### config.mk
export PLATFORM = sky130hd
export DESIGN_NAME = uap_filter
export DESIGN_NICKNAME = d
export VERILOG_FILES = /design/src/uap_pkg.sv /design/src/uap_filter.sv
export SDC_FILE = /design/constraint.sdc
export NUM_CORES = 1
export LEC_CHECK = 0
export BUFFER_PORTS_ARGS = -buffer_cell sky130_fd_sc_hd__buf_2
export CORE_ASPECT_RATIO = 1.25
export CORE_MARGIN = 5
export CORE_UTILIZATION = 50
export DETAILED_ROUTE_END_ITERATION = 7
export PLACE_DENSITY = 0.73
export SYNTH_ARGS = -nofsm -noshare
export SYNTH_HDL_FRONTEND = slang
export SYNTH_SLANG_ARGS = --single-unit
export TNS_END_PERCENT = 50
### constraint.sdc
create_clock -name clk_sys_i -period 4.11 [get_ports clk_sys_i]
set_clock_uncertainty 0.1 [all_clocks]
set_input_delay 0.822 -clock clk_sys_i [delete_from_list [all_inputs] [get_ports clk_sys_i]]
set_output_delay 0.822 -clock clk_sys_i [all_outputs]
set_load 0.1 [all_outputs]
### src/uap_pkg.sv
// Package for the addressed serial poll filter: register map, field layout, modes, timing, stream carrier
package uap_pkg;

  // Timing: the millisecond unit of every configured delay
  localparam int CLK_FREQ_MHZ = 50;
  localparam int MS_UNIT_US = 1000;
  localparam int MS_CYCLES = CLK_FREQ_MHZ * MS_UNIT_US;

  // Register offsets, byte addresses of aligned words
  localparam logic [7:0] REG_CTRL = 8'h00;
  localparam logic [7:0] REG_POS = 8'h04;
  localparam logic [7:0] REG_MASK = 8'h08;
  localparam logic [7:0] REG_CTS_PRE = 8'h0C;
  localparam logic [7:0] REG_CTS_POST = 8'h10;
  localparam logic [7:0] REG_BC_DELAY = 8'h14;
  localparam logic [7:0] REG_STATUS = 8'h18;

  // Control register field positions
  localparam int CTRL_MODE_LSB = 0;
  localparam int CTRL_POLL_BIT = 2;
  localparam int CTRL_ENV_BIT = 3;
  localparam int CTRL_FLOW_BIT = 4;

  // Status register field positions
  localparam int STAT_VALID_BIT = 16;
  localparam int STAT_SHORT_BIT = 17;
  localparam int STAT_ARMED_BIT = 18;
  localparam int STAT_CTS_BIT = 19;

  // Address formats
  typedef enum logic [1:0] {
    UAP_MODE_BIN1 = 2'b00,
    UAP_MODE_ASCII2 = 2'b01,
    UAP_MODE_BIN2_LSB = 2'b10,
    UAP_MODE_BIN2_MSB = 2'b11
  } uap_mode_type;

  // Reset values
  localparam logic [1:0] RST_MODE = 2'b00;
  localparam logic RST_POLL = 1'b1;
  localparam logic RST_ENV = 1'b0;
  localparam logic RST_FLOW = 1'b0;
  localparam logic [15:0] RST_POS = 16'h0001;
  localparam logic [15:0] RST_MASK = 16'hFFFF;
  localparam logic [15:0] RST_MS = 16'h0000;

  // One byte of a serial stream with its framing marks
  typedef struct packed {
    logic valid;
    logic sof;
    logic eom;
    logic [7:0] data;
  } uap_byte_type;

endpackage

### src/uap_filter.sv
// Addressed serial poll filter: address pick-up, poll response filter, CTS envelope, broadcast delay
`timescale 1ns/1ps

// What this block does
// - Request bytes pass through complete and unaltered; address is only read.
// - Address format: one binary byte, two ASCII, two binary LSB or MSB first.
// - ASCII format: two hex characters form one byte, first is upper nibble.
// - Address position counts from one; one selects the first byte.
// - Two-byte binary value built in chosen order, ANDed with mask, passed on.
// - LSB-first: byte at position is low byte, next byte is high byte.
// - Address mask resets to FFFF so full two-byte value is used.
// - Filter on by default: one reply per request, only from polled remote.
// - Late reply from an earlier slave is dropped; wait continues for current one.
// - Filter off: every radio packet, broadcasts too, is forwarded unchecked.
// - CTS envelope off by default and inactive while flow control is on.
// - CTS rises configured milliseconds before serial data starts.
// - CTS held configured milliseconds after last serial byte, then dropped.
// - Legacy network transmissions held back by the broadcast delay.
module uap_filter #(
  parameter int MS_CYCLES = uap_pkg::MS_CYCLES,
  parameter int CNT_W = 16
) (
  input wire logic clk_sys_i,
  input wire logic rst_b_i,
  input wire logic ce_i,
  input wire logic [7:0] reg_addr_i,
  input wire logic [31:0] reg_wdata_i,
  input wire logic reg_wr_i,
  input wire logic reg_rd_i,
  output logic [31:0] reg_rdata_o,
  input wire uap_pkg::uap_byte_type req_i,
  output uap_pkg::uap_byte_type req_o,
  output logic addr_valid_o,
  output logic [15:0] addr_o,
  output logic addr_short_o,
  input wire uap_pkg::uap_byte_type rsp_i,
  input wire logic [15:0] rsp_src_i,
  input wire logic rsp_bcast_i,
  output uap_pkg::uap_byte_type rsp_o,
  input wire uap_pkg::uap_byte_type tx_i,
  output logic tx_ready_o,
  output uap_pkg::uap_byte_type ser_o,
  output logic cts_o,
  input wire uap_pkg::uap_byte_type leg_i,
  output logic leg_ready_o,
  output uap_pkg::uap_byte_type leg_o
);

  typedef enum logic [1:0] {
    UAP_ENV_IDLE = 2'b00,
    UAP_ENV_PRE = 2'b01,
    UAP_ENV_SEND = 2'b10,
    UAP_ENV_POST = 2'b11
  } uap_env_type;
  typedef enum logic [1:0] {
    UAP_LEG_IDLE = 2'b00,
    UAP_LEG_WAIT = 2'b01,
    UAP_LEG_PASS = 2'b10
  } uap_leg_type;

  localparam logic [31:0] DIV_LAST = 32'(MS_CYCLES - 1);
  // Hex character to nibble; a non-hex character reads as zero
  function automatic logic [3:0] hex_nib(input logic [7:0] c);
    logic [3:0] n;
    n = 4'h0;
    if (c >= 8'h30 && c <= 8'h39) begin
      n = 4'(c - 8'h30);
    end else if (c >= 8'h41 && c <= 8'h46) begin
      n = 4'(c - 8'h37);
    end else if (c >= 8'h61 && c <= 8'h66) begin
      n = 4'(c - 8'h57);
    end
    return n;
  endfunction

  //////////////////////////////////////////////////////////////////////////////
  // Configuration registers
  logic [1:0] mode_r;
  logic poll_en_r;
  logic env_en_r;
  logic flow_en_r;
  logic [15:0] pos_r;
  logic [15:0] mask_r;
  logic [15:0] pre_ms_r;
  logic [15:0] post_ms_r;
  logic [15:0] bc_ms_r;
  logic [31:0] rdata_r;
  wire logic wr_ctrl = reg_wr_i && reg_addr_i == uap_pkg::REG_CTRL;
  wire logic wr_pos = reg_wr_i && reg_addr_i == uap_pkg::REG_POS;
  wire logic wr_mask = reg_wr_i && reg_addr_i == uap_pkg::REG_MASK;
  wire logic wr_pre = reg_wr_i && reg_addr_i == uap_pkg::REG_CTS_PRE;
  wire logic wr_post = reg_wr_i && reg_addr_i == uap_pkg::REG_CTS_POST;
  wire logic wr_bc = reg_wr_i && reg_addr_i == uap_pkg::REG_BC_DELAY;

  // Register writes; defaults give one-byte mode, filter on, envelope off, full mask
  always_ff @(posedge clk_sys_i or negedge rst_b_i) begin
    if (!rst_b_i) begin
      mode_r <= uap_pkg::RST_MODE;
      poll_en_r <= uap_pkg::RST_POLL;
      env_en_r <= uap_pkg::RST_ENV;
      flow_en_r <= uap_pkg::RST_FLOW;
      pos_r <= uap_pkg::RST_POS;
      mask_r <= uap_pkg::RST_MASK;
      pre_ms_r <= uap_pkg::RST_MS;
      post_ms_r <= uap_pkg::RST_MS;
      bc_ms_r <= uap_pkg::RST_MS;
    end else if (ce_i) begin
      if (wr_ctrl) begin
        mode_r <= reg_wdata_i[uap_pkg::CTRL_MODE_LSB +: 2];
        poll_en_r <= reg_wdata_i[uap_pkg::CTRL_POLL_BIT];
        env_en_r <= reg_wdata_i[uap_pkg::CTRL_ENV_BIT];
        flow_en_r <= reg_wdata_i[uap_pkg::CTRL_FLOW_BIT];
      end
      if (wr_pos) pos_r <= reg_wdata_i[15:0];
      if (wr_mask) mask_r <= reg_wdata_i[15:0];
      if (wr_pre) pre_ms_r <= reg_wdata_i[15:0];
      if (wr_post) post_ms_r <= reg_wdata_i[15:0];
      if (wr_bc) bc_ms_r <= reg_wdata_i[15:0];
    end
  end

  //////////////////////////////////////////////////////////////////////////////
  // Address pick-up from the request stream
  logic [CNT_W-1:0] cnt_r;
  logic [7:0] b0_r;
  logic done_r;
  logic armed_r;
  logic [15:0] polled_r;
  logic addr_valid_r;
  logic [15:0] addr_r;
  logic short_r;
  logic last_valid_r;
  logic last_short_r;
  // Position of the incoming byte, one for the first byte of a message
  wire logic [CNT_W-1:0] byte_no = req_i.sof ? CNT_W'(1) : cnt_r + CNT_W'(1);
  wire logic two_byte = mode_r != uap_pkg::UAP_MODE_BIN1;
  wire logic [CNT_W-1:0] pos_w = CNT_W'(pos_r);
  wire logic at_first = req_i.valid && byte_no == pos_w && pos_w != '0;
  wire logic at_last = req_i.valid && !(req_i.sof ? 1'b0 : done_r) &&
                       (two_byte ? (pos_w != '0 && byte_no == pos_w + CNT_W'(1)) : at_first);
  wire logic [7:0] first_b = at_first ? req_i.data : b0_r;
  // Assemble the address for every format
  wire logic [15:0] addr_bin1 = {8'h00, req_i.data};
  wire logic [15:0] addr_asc = {8'h00, hex_nib(first_b), hex_nib(req_i.data)};
  wire logic [15:0] addr_lsb = {req_i.data, first_b} & mask_r;
  wire logic [15:0] addr_msb = {first_b, req_i.data} & mask_r;
  wire logic [15:0] addr_sel = mode_r == uap_pkg::UAP_MODE_BIN1 ? addr_bin1 :
                               mode_r == uap_pkg::UAP_MODE_ASCII2 ? addr_asc :
                               mode_r == uap_pkg::UAP_MODE_BIN2_LSB ? addr_lsb : addr_msb;
  wire logic short_now = req_i.valid && req_i.eom && !at_last && !(req_i.sof ? 1'b0 : done_r);
  // Byte counter, captured first byte and address results
  always_ff @(posedge clk_sys_i or negedge rst_b_i) begin
    if (!rst_b_i) begin
      cnt_r <= '0;
      b0_r <= 8'h00;
      done_r <= 1'b0;
      addr_valid_r <= 1'b0;
      addr_r <= 16'h0000;
      short_r <= 1'b0;
      polled_r <= 16'h0000;
      last_valid_r <= 1'b0;
      last_short_r <= 1'b0;
    end else if (ce_i) begin
      addr_valid_r <= at_last;
      short_r <= short_now;
      if (req_i.valid) begin
        cnt_r <= byte_no;
        if (req_i.sof) done_r <= 1'b0;
        if (at_first) b0_r <= req_i.data;
        if (at_last) begin
          done_r <= 1'b1;
          addr_r <= addr_sel;
          polled_r <= addr_sel;
          last_valid_r <= 1'b1;
          last_short_r <= 1'b0;
        end else if (short_now) begin
          last_valid_r <= 1'b0;
          last_short_r <= 1'b1;
        end
      end
    end
  end

  // Request bytes pass through one cycle later, untouched
  always_ff @(posedge clk_sys_i or negedge rst_b_i) begin
    if (!rst_b_i) begin
      req_o <= '0;
    end else if (ce_i) begin
      req_o <= req_i;
    end
  end

  assign addr_valid_o = addr_valid_r;
  assign addr_o = addr_r;
  assign addr_short_o = short_r;

  //////////////////////////////////////////////////////////////////////////////
  // Poll response filter on the radio side
  logic pass_r;
  wire logic match = armed_r && !rsp_bcast_i && rsp_src_i == polled_r;
  wire logic pass_sof = !poll_en_r || match;
  wire logic pass_now = rsp_i.sof ? pass_sof : (pass_r || !poll_en_r);
  wire logic fwd = rsp_i.valid && pass_now;
  wire logic reply_end = fwd && rsp_i.eom && poll_en_r;
  // Arm on each new request address; one accepted reply disarms; new request wins
  always_ff @(posedge clk_sys_i or negedge rst_b_i) begin
    if (!rst_b_i) begin
      armed_r <= 1'b0;
      pass_r <= 1'b0;
      rsp_o <= '0;
    end else if (ce_i) begin
      if (at_last) begin
        armed_r <= 1'b1;
      end else if (reply_end) begin
        armed_r <= 1'b0;
      end
      if (rsp_i.valid && rsp_i.sof) pass_r <= pass_sof;
      rsp_o <= fwd ? rsp_i : '0;
    end
  end

  //////////////////////////////////////////////////////////////////////////////
  // CTS envelope around serial output
  uap_env_type env_r;
  uap_env_type env_nxt;
  logic [31:0] ediv_r;
  logic [15:0] ems_r;
  wire logic env_act = env_en_r && !flow_en_r;
  wire logic etick = ediv_r == DIV_LAST;
  wire logic pre_done = ems_r >= pre_ms_r;
  wire logic post_done = ems_r >= post_ms_r;
  wire logic tx_take = tx_i.valid && tx_ready_o;

  // Envelope next state
  always_comb begin
    env_nxt = env_r;
    unique case (env_r)
      UAP_ENV_IDLE: begin
        if (env_act && tx_i.valid) env_nxt = pre_ms_r == 16'h0000 ? UAP_ENV_SEND : UAP_ENV_PRE;
      end
      UAP_ENV_PRE: begin
        if (pre_done) env_nxt = UAP_ENV_SEND;
      end
      UAP_ENV_SEND: begin
        if (tx_take && tx_i.eom) env_nxt = UAP_ENV_POST;
      end
      UAP_ENV_POST: begin
        if (tx_i.valid) env_nxt = UAP_ENV_SEND;
        else if (post_done) env_nxt = UAP_ENV_IDLE;
      end
    endcase
    if (!env_act) env_nxt = UAP_ENV_IDLE;
  end

  // Envelope state and millisecond timer, restarted on each phase change
  always_ff @(posedge clk_sys_i or negedge rst_b_i) begin
    if (!rst_b_i) begin
      env_r <= UAP_ENV_IDLE;
      ediv_r <= 32'h00000000;
      ems_r <= 16'h0000;
    end else if (ce_i) begin
      env_r <= env_nxt;
      if (env_nxt != env_r) begin
        ediv_r <= 32'h00000000;
        ems_r <= 16'h0000;
      end else if (etick) begin
        ediv_r <= 32'h00000000;
        if (ems_r != 16'hFFFF) ems_r <= ems_r + 16'h0001;
      end else begin
        ediv_r <= ediv_r + 32'h00000001;
      end
    end
  end

  // Data flows only once the lead time is over; bypass when inactive
  assign tx_ready_o = !env_act || env_r == UAP_ENV_SEND || env_r == UAP_ENV_POST;
  assign cts_o = env_r != UAP_ENV_IDLE;

  always_ff @(posedge clk_sys_i or negedge rst_b_i) begin
    if (!rst_b_i) begin
      ser_o <= '0;
    end else if (ce_i) begin
      ser_o <= tx_take ? tx_i : '0;
    end
  end

  //////////////////////////////////////////////////////////////////////////////
  // Broadcast delay toward the legacy network
  uap_leg_type leg_r;
  uap_leg_type leg_nxt;
  logic [31:0] ldiv_r;
  logic [15:0] lms_r;
  wire logic ltick = ldiv_r == DIV_LAST;
  wire logic leg_take = leg_i.valid && leg_ready_o;

  // Legacy path next state
  always_comb begin
    leg_nxt = leg_r;
    unique case (leg_r)
      UAP_LEG_IDLE: begin
        if (leg_i.valid) leg_nxt = bc_ms_r == 16'h0000 ? UAP_LEG_PASS : UAP_LEG_WAIT;
      end
      UAP_LEG_WAIT: begin
        if (lms_r >= bc_ms_r) leg_nxt = UAP_LEG_PASS;
      end
      UAP_LEG_PASS: begin
        if (leg_take && leg_i.eom) leg_nxt = UAP_LEG_IDLE;
      end
      default: leg_nxt = UAP_LEG_IDLE;
    endcase
  end

  // Legacy state and its millisecond timer
  always_ff @(posedge clk_sys_i or negedge rst_b_i) begin
    if (!rst_b_i) begin
      leg_r <= UAP_LEG_IDLE;
      ldiv_r <= 32'h00000000;
      lms_r <= 16'h0000;
    end else if (ce_i) begin
      leg_r <= leg_nxt;
      if (leg_nxt != leg_r) begin
        ldiv_r <= 32'h00000000;
        lms_r <= 16'h0000;
      end else if (ltick) begin
        ldiv_r <= 32'h00000000;
        if (lms_r != 16'hFFFF) lms_r <= lms_r + 16'h0001;
      end else begin
        ldiv_r <= ldiv_r + 32'h00000001;
      end
    end
  end

  assign leg_ready_o = leg_r == UAP_LEG_PASS;

  always_ff @(posedge clk_sys_i or negedge rst_b_i) begin
    if (!rst_b_i) begin
      leg_o <= '0;
    end else if (ce_i) begin
      leg_o <= leg_take ? leg_i : '0;
    end
  end

  //////////////////////////////////////////////////////////////////////////////
  // Read-back; unmapped offsets read zero
  wire logic [31:0] ctrl_rd = {27'h0000000, flow_en_r, env_en_r, poll_en_r, mode_r};
  wire logic [31:0] stat_rd = {12'h000, cts_o, armed_r, last_short_r, last_valid_r, polled_r};
  wire logic [31:0] rd_mux = reg_addr_i == uap_pkg::REG_CTRL ? ctrl_rd :
                             reg_addr_i == uap_pkg::REG_POS ? {16'h0000, pos_r} :
                             reg_addr_i == uap_pkg::REG_MASK ? {16'h0000, mask_r} :
                             reg_addr_i == uap_pkg::REG_CTS_PRE ? {16'h0000, pre_ms_r} :
                             reg_addr_i == uap_pkg::REG_CTS_POST ? {16'h0000, post_ms_r} :
                             reg_addr_i == uap_pkg::REG_BC_DELAY ? {16'h0000, bc_ms_r} :
                             reg_addr_i == uap_pkg::REG_STATUS ? stat_rd : 32'h00000000;

  // Read data stands one cycle after the strobe and only then
  always_ff @(posedge clk_sys_i or negedge rst_b_i) begin
    if (!rst_b_i) begin
      rdata_r <= 32'h00000000;
    end else if (ce_i) begin
      rdata_r <= reg_rd_i ? rd_mux : 32'h00000000;
    end
  end

  assign reg_rdata_o = rdata_r;

endmodule

==> impl_metrics.ini, run 1 <==
[logic_synthesis]
synth.area.mux_share_pct = 9.13
yosys.area.top_type_share_pct = 40.2
synthFlopType = dfrtp_1
yosys-top-cells-area = dfrtp_1 (40%), mux2_2 (5.5%), ha_1 (4.4%)
synth_fa_ha_area_share_pct = 4.41
yosys_warnings = 0
synth_cell_types = 92
synth-compound-area-share_pct = 15.8
yosysMostFrequentCell = dfrtp_1
synth_edf_count = 0
syn_inst = 1834
syn_area_per_cell_sq_um = 9.44
ys_seq_area_share_pct = 42.9
synth_common_cells = dfrtp_1 (278), nand2_1 (178), nor2_1 (163)
ys_seq_elements = 296
syn_area_sq_um = 17300
synth-xor-area-share_pct = 4.68
synthArstFlopShare_pct = 100
synth_top_family_by_area = simple AND/OR/NAND/NOR gates
synth_top_area_cell = dfrtp_1
synth_simple_gate_area_share_pct = 18.3

[detailed_routing]
drc = 0
first_iter_violations = 1106
vias_per_cell = 5.90
wl_per_cell_um = 19.5
ant_nets = 0
drt-total-wl_mm = 50.2
firstDrtPassIters = 5
num_vias = 15200

[floorplanning]
coreArea_sq_um = 34300
die_h_um = 218
io_pins = 203
start_util_pct = 50.4
die_w_um = 176
num_rows = 76
die_area_sq_um = 38500

[timing]
relSlewSlack_pct = 30.7
fmax_mhz = 232
period_share_pct = 105
fin_tns_setup_ns = -0.202
fin_ws_ns = -0.201
rsz0062_at_grt = yes
slew_viol_final = 0
final-hold-violation-count = 0
worstMarginPinSlew_ns = 1.04
fin_crit_ns = 4.31
setup_viol_count_final = 2

[final_layout]
diodes = 0
fin_cells = 2576
final_layout_size_suffix_gt1_share_pct = 25.1
nets = 2252
areaGrowthSynthToFinish_pct = 20.7

[global_routing]
grt_usage_pct = 25.7
grt_max_degree = 112
grt_pass1_wl_mm = 80.7
antenna_found_initial = 0
grt_pass1_vias = 15500
grt_overflow_total = 0

[cts]
cts_max_path_buffers = 3
clk-insertion-delay-late_ns = 0.60
numCtsBuffers = 31
cts_sinks = 296
htreeDepth = 1
root_buffer = clkbuf_16
clkTransAtPathRegs_ns = 0.06
tritoncts = built

[place]
gp_congestion = 0.945
dp_cells = 2512
post-dp-hpwl_mm = 37.0
io_buffers = 174

[setup_path]
crit_arrival_ns = 4.69
crit_chain = ha_4 -> buf_4 -> xnor2_4 -> o21ai_2 -> nand4_1 -> nor4_2 -> buf_4 -> nor2b_2 -> and4_4 -> mux2_4 -> inv_4 -> ha_4 -> o21bai_4 -> a2111oi_4 -> nor4_1 -> o311ai_1 -> a41oi_1 -> mux2_4
cp_top_family = compound AO/OA/AOI/OAI gates
cp.required_ns = 4.49
path_buf_inv = 3
end_kind = register
critPathLaunchType = register
worstSetupPathType = reg -> reg
cp_max_fo = 4
slowest_delay_ns = 0.43
critPathSlowestCell = dfrtp_1

[pwr]
powerDensity_nw_per_um2 = 382
leakagePower_nw = 9.87
peakVddDrop_mv = 0.348

[job]
maxCapViolations = 0

[status]
failed_checks = negative setup slack
outcome = complete, but fails checks

[min_path]
hold_class = in -> async
-- flip-flops by register name, indices dropped and copies added (netlist names), 2 cells and up --
register     count
b0_r             8
bc_ms_r         16
leg_r            2
rsp_o           11
addr_o          16
leg_o           11
env_r            2
mask_r          16
pre_ms_r        16
mode_r           2
post_ms_r       16
ldiv_r          32
ems_r           16
ediv_r          32
lms_r           16
ser_o           11
reg_rdata_o     20
pos_r           16
cnt_r           16
req_o           11
-- power breakdown --
part / internal [mW] / switching (mW) / total (mW)
sequential: 3.07 / 0.173 / 3.25
clock: 2.01 / 1.23 / 3.24
combinational: 0.476 / 1.02 / 1.50
total: 5.56 / 2.43 / 7.99
-- per-layer routing --
layer	routed length [um]	global-route usage (%)	vias to the layer above
li1	-	-	7089
met1	19600	31.1	7491
met2	25500	45.7	477
met3	2500	2.86	142
met4	2490	12.4	0
met5	0	0	-
-- path summary, 6_finish.rpt --
path / start / endpoint / slack (ns) / depth (start not counted)
min in group clk_sys_i: tx_i[5] / ser_o[5] / 0.34 / 2
min: rst_b_i / req_o[0] / 0.16 / 1
min reg2reg: leg_o[10] / leg_o[10] / 0.37 / 1
max in group asynchronous: rst_b_i / ser_o[4] / 2.69 / 2
max reg2reg: cnt_r[0] / addr_o[6] / -0.20 / 18
max: cnt_r[0] / addr_o[6] / -0.20 / 18
-- cell type report --
type	instances	area, sq um
fill	2886	13400
multi-input combinational	1354	9380
sequential	296	7430
timing repair buffer	310	1960
clock buffer	42	887
tap	468	586
inverter	92	349
clock inverter	14	294
-- placed cells by master (no fill, tap or decap), types with 33 or more instances in the layout --
| cell type | n |
|---|---|
| xor2_1 | 46 |
| nand2_1 | 176 |
| nand4_1 | 37 |
| mux2i_1 | 48 |
| ha_1 | 58 |
| nor2_1 | 163 |
| inv_1 | 88 |
| o21ai_0 | 112 |
| buf_4 | 130 |
| nand3_1 | 60 |
| dfrtp_1 | 275 |
| mux2_2 | 81 |
| buf_2 | 173 |
| a22o_1 | 34 |
| xnor2_1 | 41 |
| nor4_1 | 33 |
| a21oi_1 | 81 |
-- cell families after synthesis --
group / after synthesis
muxes: 142
AOI/OAI and AO/OA: 412
DFF: 296
adders and majority gates: 61
other: 1
buffers and inverters: 195
and+or+nand+nor: 637
xor gates and xnor gates: 90
-- through the flow --
step                power, mW  hold slack (ns)  util, %  cell area, sq um  setup slack, ns
finish                   7.99            0.158     60.9             20900           -0.201
global route             8.29            0.225     60.9             20900           -0.401
CTS                      8.02            0.202     60.5             20800           -0.151
detailed placement       4.72            0.363     56.7             19500           -0.711
global placement         4.68            0.360     56.7             19500           -0.492
floorplan                4.25            0.351        -             17500          0.00730
-- repair_timing --
item | in CTS | in global routing
pin swaps | 3 | 18
hold buffers | 0 | 0
setup buffers | 7 | 1
gates resized for setup | 14 | 22
endpoints found under the setup margin | 4 | 8
Power figures use the tool's default switching activity.
==> run 2: changes to the inputs <==
CORE_ASPECT_RATIO = not set   (was 1.25)
==> run 2 against run 1 <==
Against the previous run: the flow still finishes with violations (negative setup slack); critical path type unchanged; non-clock buffer count down 9; clock power down 3%; combinational power about the same; sequential share of layout area up 0.17 points; wire length up 2.3%; clock-buffer cell count up 11; flip-flop and latch count unchanged; critical path depth down 3.
==> impl_metrics.ini, run 2 (same netlist as run 1, synthesis figures left out) <==
[final_layout]
diodes = 0
final_layout_size_suffix_gt1_share_pct = 24.4
mostFrequentLayoutCells = dfrtp_1 (277), nand2_1 (178), buf_2 (173)
areaGrowthSynthToFinish_pct = 20.0
layout_commonest_cell = dfrtp_1
fillers = 2931
nets = 2247

[setup_path]
critPathLaunchType = register
r2r_cells = 15
reg2reg_to = addr_o[6]
regToRegSetupSlack_ns = -0.05
end_kind = register
cp-startpoint = cnt_r[10]
worstSetupPathType = reg -> reg
cp_max_fo = 9
cp.required_ns = 4.43
crit_arrival_ns = 4.47
r2r_start = cnt_r[10]

[timing]
fmax_mhz = 241
period_share_pct = 101
fin_ws_ns = -0.0466
slew_viol_final = 0
final-hold-violation-count = 0
rsz0062_at_grt = yes
worstMarginPinSlew_ns = 1.15
setup_viol_count_final = 2
relSlewSlack_pct = 23.0
fin_crit_ns = 4.16
finalHoldWorstSlack_ns = 0.184

[detailed_routing]
num_vias = 15200
firstDrtPassIters = 5
vias_per_cell = 5.94
ant_nets = 0
drc = 0
wl_per_cell_um = 20.1
drt-total-wl_mm = 51.3
first_iter_violations = 1327

[place]
post-dp-hpwl_mm = 37.7
io_buffers = 174
place_ws_ns = -0.511
gp_congestion = 0.919

[cts]
clkTransAtPathRegs_ns = 0.06
numCtsBuffers = 35
cts_max_path_buffers = 3
cts_sinks = 296
tritoncts = built
root_buffer = clkbuf_16
clk-insertion-delay-late_ns = 0.53
htreeDepth = 2

[floorplanning]
die_w_um = 196
io_pins = 203
coreArea_sq_um = 34400
start_util_pct = 50.4
die_h_um = 196
die_area_sq_um = 38500
num_rows = 68

[global_routing]
grt_usage_pct = 26.0
grt_max_degree = 87
grt_overflow_total = 0
antenna_found_initial = 1
grt_pass1_vias = 14900
grt_pass1_wl_mm = 81.3

[pwr]
peakVddDrop_mv = 0.450
leakagePower_nw = 9.87
powerDensity_nw_per_um2 = 379

[status]
failed_checks = negative setup slack
outcome = complete, but fails checks

[min_path]
hold_class = in -> async

[job]
maxCapViolations = 0
-- run 2: layout make-up --
cell class / count / area [sq um] / area share [%]
clock buffers: 53 / 1060 / 5.08
clock inverters: 8 / 109 / 0.524
inverters: 92 / 349 / 1.68
multi-input cells: 1354 / 9390 / 45.2
flip-flops and latches: 296 / 7430 / 35.8
well taps: 455 / 569 / 2.74
repair buffers: 301 / 1880 / 9.02
-- run 2: worst max-delay path: stages, from the launching register on --
cell and delay, ns:
dfrtp_1 0.47, inv_1 0.14, or4_1 0.55, mux2i_1 0.22, o211ai_1 0.20, nor4_4 0.27, and4_4 0.34, mux2_4 0.36
inv_4 0.07, ha_4 0.16, o21bai_4 0.08, a2111oi_4 0.31, nor4_1 0.08, o311ai_1 0.26, a41oi_1 0.15, mux2_4 0.28
-- run 2: worst max path at each step --
stage,depth (start not counted),slack [ns],end
2_1_floorplan,18,0.007,addr_o[6]
3_3_place_gp,17,-0.48,addr_o[6]
3_5_place_dp,16,-0.51,addr_o[6]
4_1_cts,16,-0.04,addr_o[6]
5_1_grt,17,-0.18,addr_o[6]
6_report,15,-0.05,addr_o[6]
-- run 2: metrics by stage --
step	instance area, sq um	TNS [ns]	utilization (%)	instances	total power, mW
2_1_floorplan	17500	0	-	1845	4.25
3_3_place_gp	19400	-1.64	56.4	2493	4.70
3_5_place_dp	19400	-1.83	56.4	2493	4.73
4_1_cts	20600	-0.0354	59.9	2555	7.90
5_1_grt	20800	-0.496	60.5	2559	8.18
6_report	20800	-0.0555	60.5	2559	7.88
-- run 2: report_power, final --
| group | internal (mW) | switching [mW] | total [mW] |
|---|---|---|---|
| registers | 3.07 | 0.184 | 3.26 |
| clock network | 1.91 | 1.24 | 3.15 |
| logic | 0.459 | 1.02 | 1.48 |
-- run 2: timing repair --
action | in CTS | in global routing
hold buffers | 0 | 0
setup buffers | 1 | 4
gates resized for setup | 7 | 27
pin swaps | 5 | 6
setup endpoints to repair | 4 | 4
-- run 2: per-layer routing --
metal,part of all wire [%],GRT usage (%)
met5,0.0097,0
met4,3.6,8.82
met3,7.5,5.51
met2,47,41.8
met1,42,35.2
==> run 3: changes to the inputs <==
ABC_CLOCK_PERIOD_IN_PS = 4110   (was not set)
CORE_UTILIZATION = 54   (was 50)
PLACE_DENSITY = 0.78   (was 0.73)
==> run 3 against run 2 <==
Against the previous run: the flow still finishes with violations (negative setup slack); first-iteration DRC count up 8.7%; final cell count down 2.5%; core utilization up 4.7 points; maximum frequency up 0.59%; power down 1.0%; combinational power about the same; global-route usage up 1.8 points; register-to-register slack better by 0.02 ns; non-clock buffer count down 9; critical path depth up 2; flip-flop and latch count unchanged; via count up 1.0%; critical endpoint unchanged; largest power group unchanged; highest routed layer unchanged.
==> impl_metrics.ini, run 3 (same netlist as run 1, synthesis figures left out) <==
[status]
outcome = complete, but fails checks
failed_checks = negative setup slack

[setup_path]
cp.required_ns = 4.40
critPathLaunchType = register
r2r_cells = 17
crit_arrival_ns = 4.43
r2r_start = cnt_r[0]
end_kind = register
cp_max_fo = 5
crit_chain = ha_4 -> nand4_1 -> or4_4 -> nand3_2 -> o2111ai_2 -> nor4_1 -> and4_1 -> buf_6 -> mux2_4 -> inv_4 -> ha_4 -> o21bai_4 -> a2111oi_4 -> nor4_1 -> o311ai_1 -> a41oi_1 -> mux2_4
slowest_delay_ns = 0.54
critPathSlowestCell = or4_4
cp_top_family = simple AND/OR/NAND/NOR gates
worstSetupPathType = reg -> reg
reg2reg_to = addr_o[6]
regToRegSetupSlack_ns = -0.02
path_buf_inv = 2

[place]
place_ws_ns = -0.337
io_buffers = 174
post-dp-hpwl_mm = 37.3
dp_cells = 2431
gp_congestion = 0.948

[global_routing]
grt_pass1_vias = 15200
grt_overflow_total = 0
grt_max_degree = 98
grt_usage_pct = 27.8
grt_pass1_wl_mm = 81.1
antenna_found_initial = 1

[timing]
slew_viol_final = 0
worstMarginPinSlew_ns = 1.09
fmax_mhz = 242
rsz0062_at_grt = yes
relSlewSlack_pct = 27.2
fin_ws_ns = -0.0220
setup_viol_count_final = 2
fin_tns_setup_ns = -0.0340
period_share_pct = 101
final-hold-violation-count = 0
fin_crit_ns = 4.13

[pwr]
swShare_pct = 31.7
clockPowerShare_pct = 39.4
peakVddDrop_mv = 0.261
internal-power_mw = 5.33
combPwrFrac_pct = 18.8
powerDensity_nw_per_um2 = 378
power_switching_mw = 2.47
pwr-share-seq_pct = 41.8
leakagePower_nw = 9.79

[floorplanning]
die_h_um = 189
start_util_pct = 54.7
coreArea_sq_um = 31600
num_rows = 65
die_w_um = 189
io_pins = 203
die_area_sq_um = 35700

[final_layout]
final_layout_size_suffix_gt1_share_pct = 24.5
regArea_sq_um = 7430
areaGrowthSynthToFinish_pct = 19.1
fin_cells = 2496
diodes = 0
multi_input_area_sq_um = 9410
layout_commonest_cell = dfrtp_1
post-route-util_pct = 65.2
fillers = 2499
nets = 2237
mostFrequentLayoutCells = dfrtp_1 (277), nand2_1 (177), buf_2 (173)

[detailed_routing]
drc = 0
num_vias = 15300
wl_per_cell_um = 20.3
firstDrtPassIters = 5
ant_nets = 0
first_iter_violations = 1443
drt-total-wl_mm = 50.8
vias_per_cell = 6.15

[cts]
tritoncts = built
cts_sinks = 296
clkTransAtPathRegs_ns = 0.06
htreeDepth = 2
cts_max_path_buffers = 3
postCtsHoldBufs = 0
clk-insertion-delay-late_ns = 0.53
root_buffer = clkbuf_16
numCtsBuffers = 34

[job]
maxCapViolations = 0

[min_path]
hold_class = in -> async
run 3: power groups by stage:
stage	Sequential (mW)	Clock, mW	Combinational, mW
2_1_floorplan	3.60	0	0.650
3_3_place_gp	3.30	0	1.38
3_5_place_dp	3.30	0	1.41
4_1_cts	3.26	3.11	1.43
5_1_grt	3.28	3.24	1.56
6_report	3.26	3.07	1.46
run 3: how the worst max path moves through the flow:
stage | depth (start not counted) | slack (ns) | end | start
after floorplan | 18 | 0.007 | addr_o[6] | req_i[9]
after global placement | 18 | -0.35 | addr_o[6] | req_i[9]
after detailed placement | 18 | -0.34 | addr_o[6] | req_i[9]
after CTS | 21 | 0.007 | addr_o[6] | cnt_r[0]
after global routing | 21 | -0.19 | addr_o[5] | cnt_r[0]
final | 17 | -0.02 | addr_o[6] | cnt_r[0]
run 3: layer usage:
| layer | routed length [um] | vias up | track usage, % |
|---|---|---|---|
| met4 | 2010 | 2 | 10.4 |
| met1 | 21200 | 7460 | 38.1 |
| li1 | - | 7071 | - |
| met5 | 12 | - | 0 |
| met2 | 23300 | 666 | 44.5 |
| met3 | 4230 | 142 | 5.03 |
run 3: cell type report:
class	count	area share, %
clock buffer	47	4.75
clock inverter	13	0.728
inverter	92	1.69
multi-input combinational	1354	45.6
sequential	296	36.0
tap	402	2.44
timing repair buffer	292	8.73
run 3: repair_timing:
action                                  CTS  global route
resized for setup                        16            23
buffers inserted                          1             4
pin swaps                                 2             7
endpoints found under the hold margin     0             0
endpoints found under the setup margin    4             4
run 3: metrics by stage:
stage	hold slack (ns)	total power [mW]	cell area, sq um
final	0.225	7.80	20600
after global routing	0.285	8.08	20600
after CTS	0.256	7.80	20500
after detailed placement	0.364	4.71	19200
after global placement	0.363	4.67	19200
after floorplan	0.351	4.25	17500
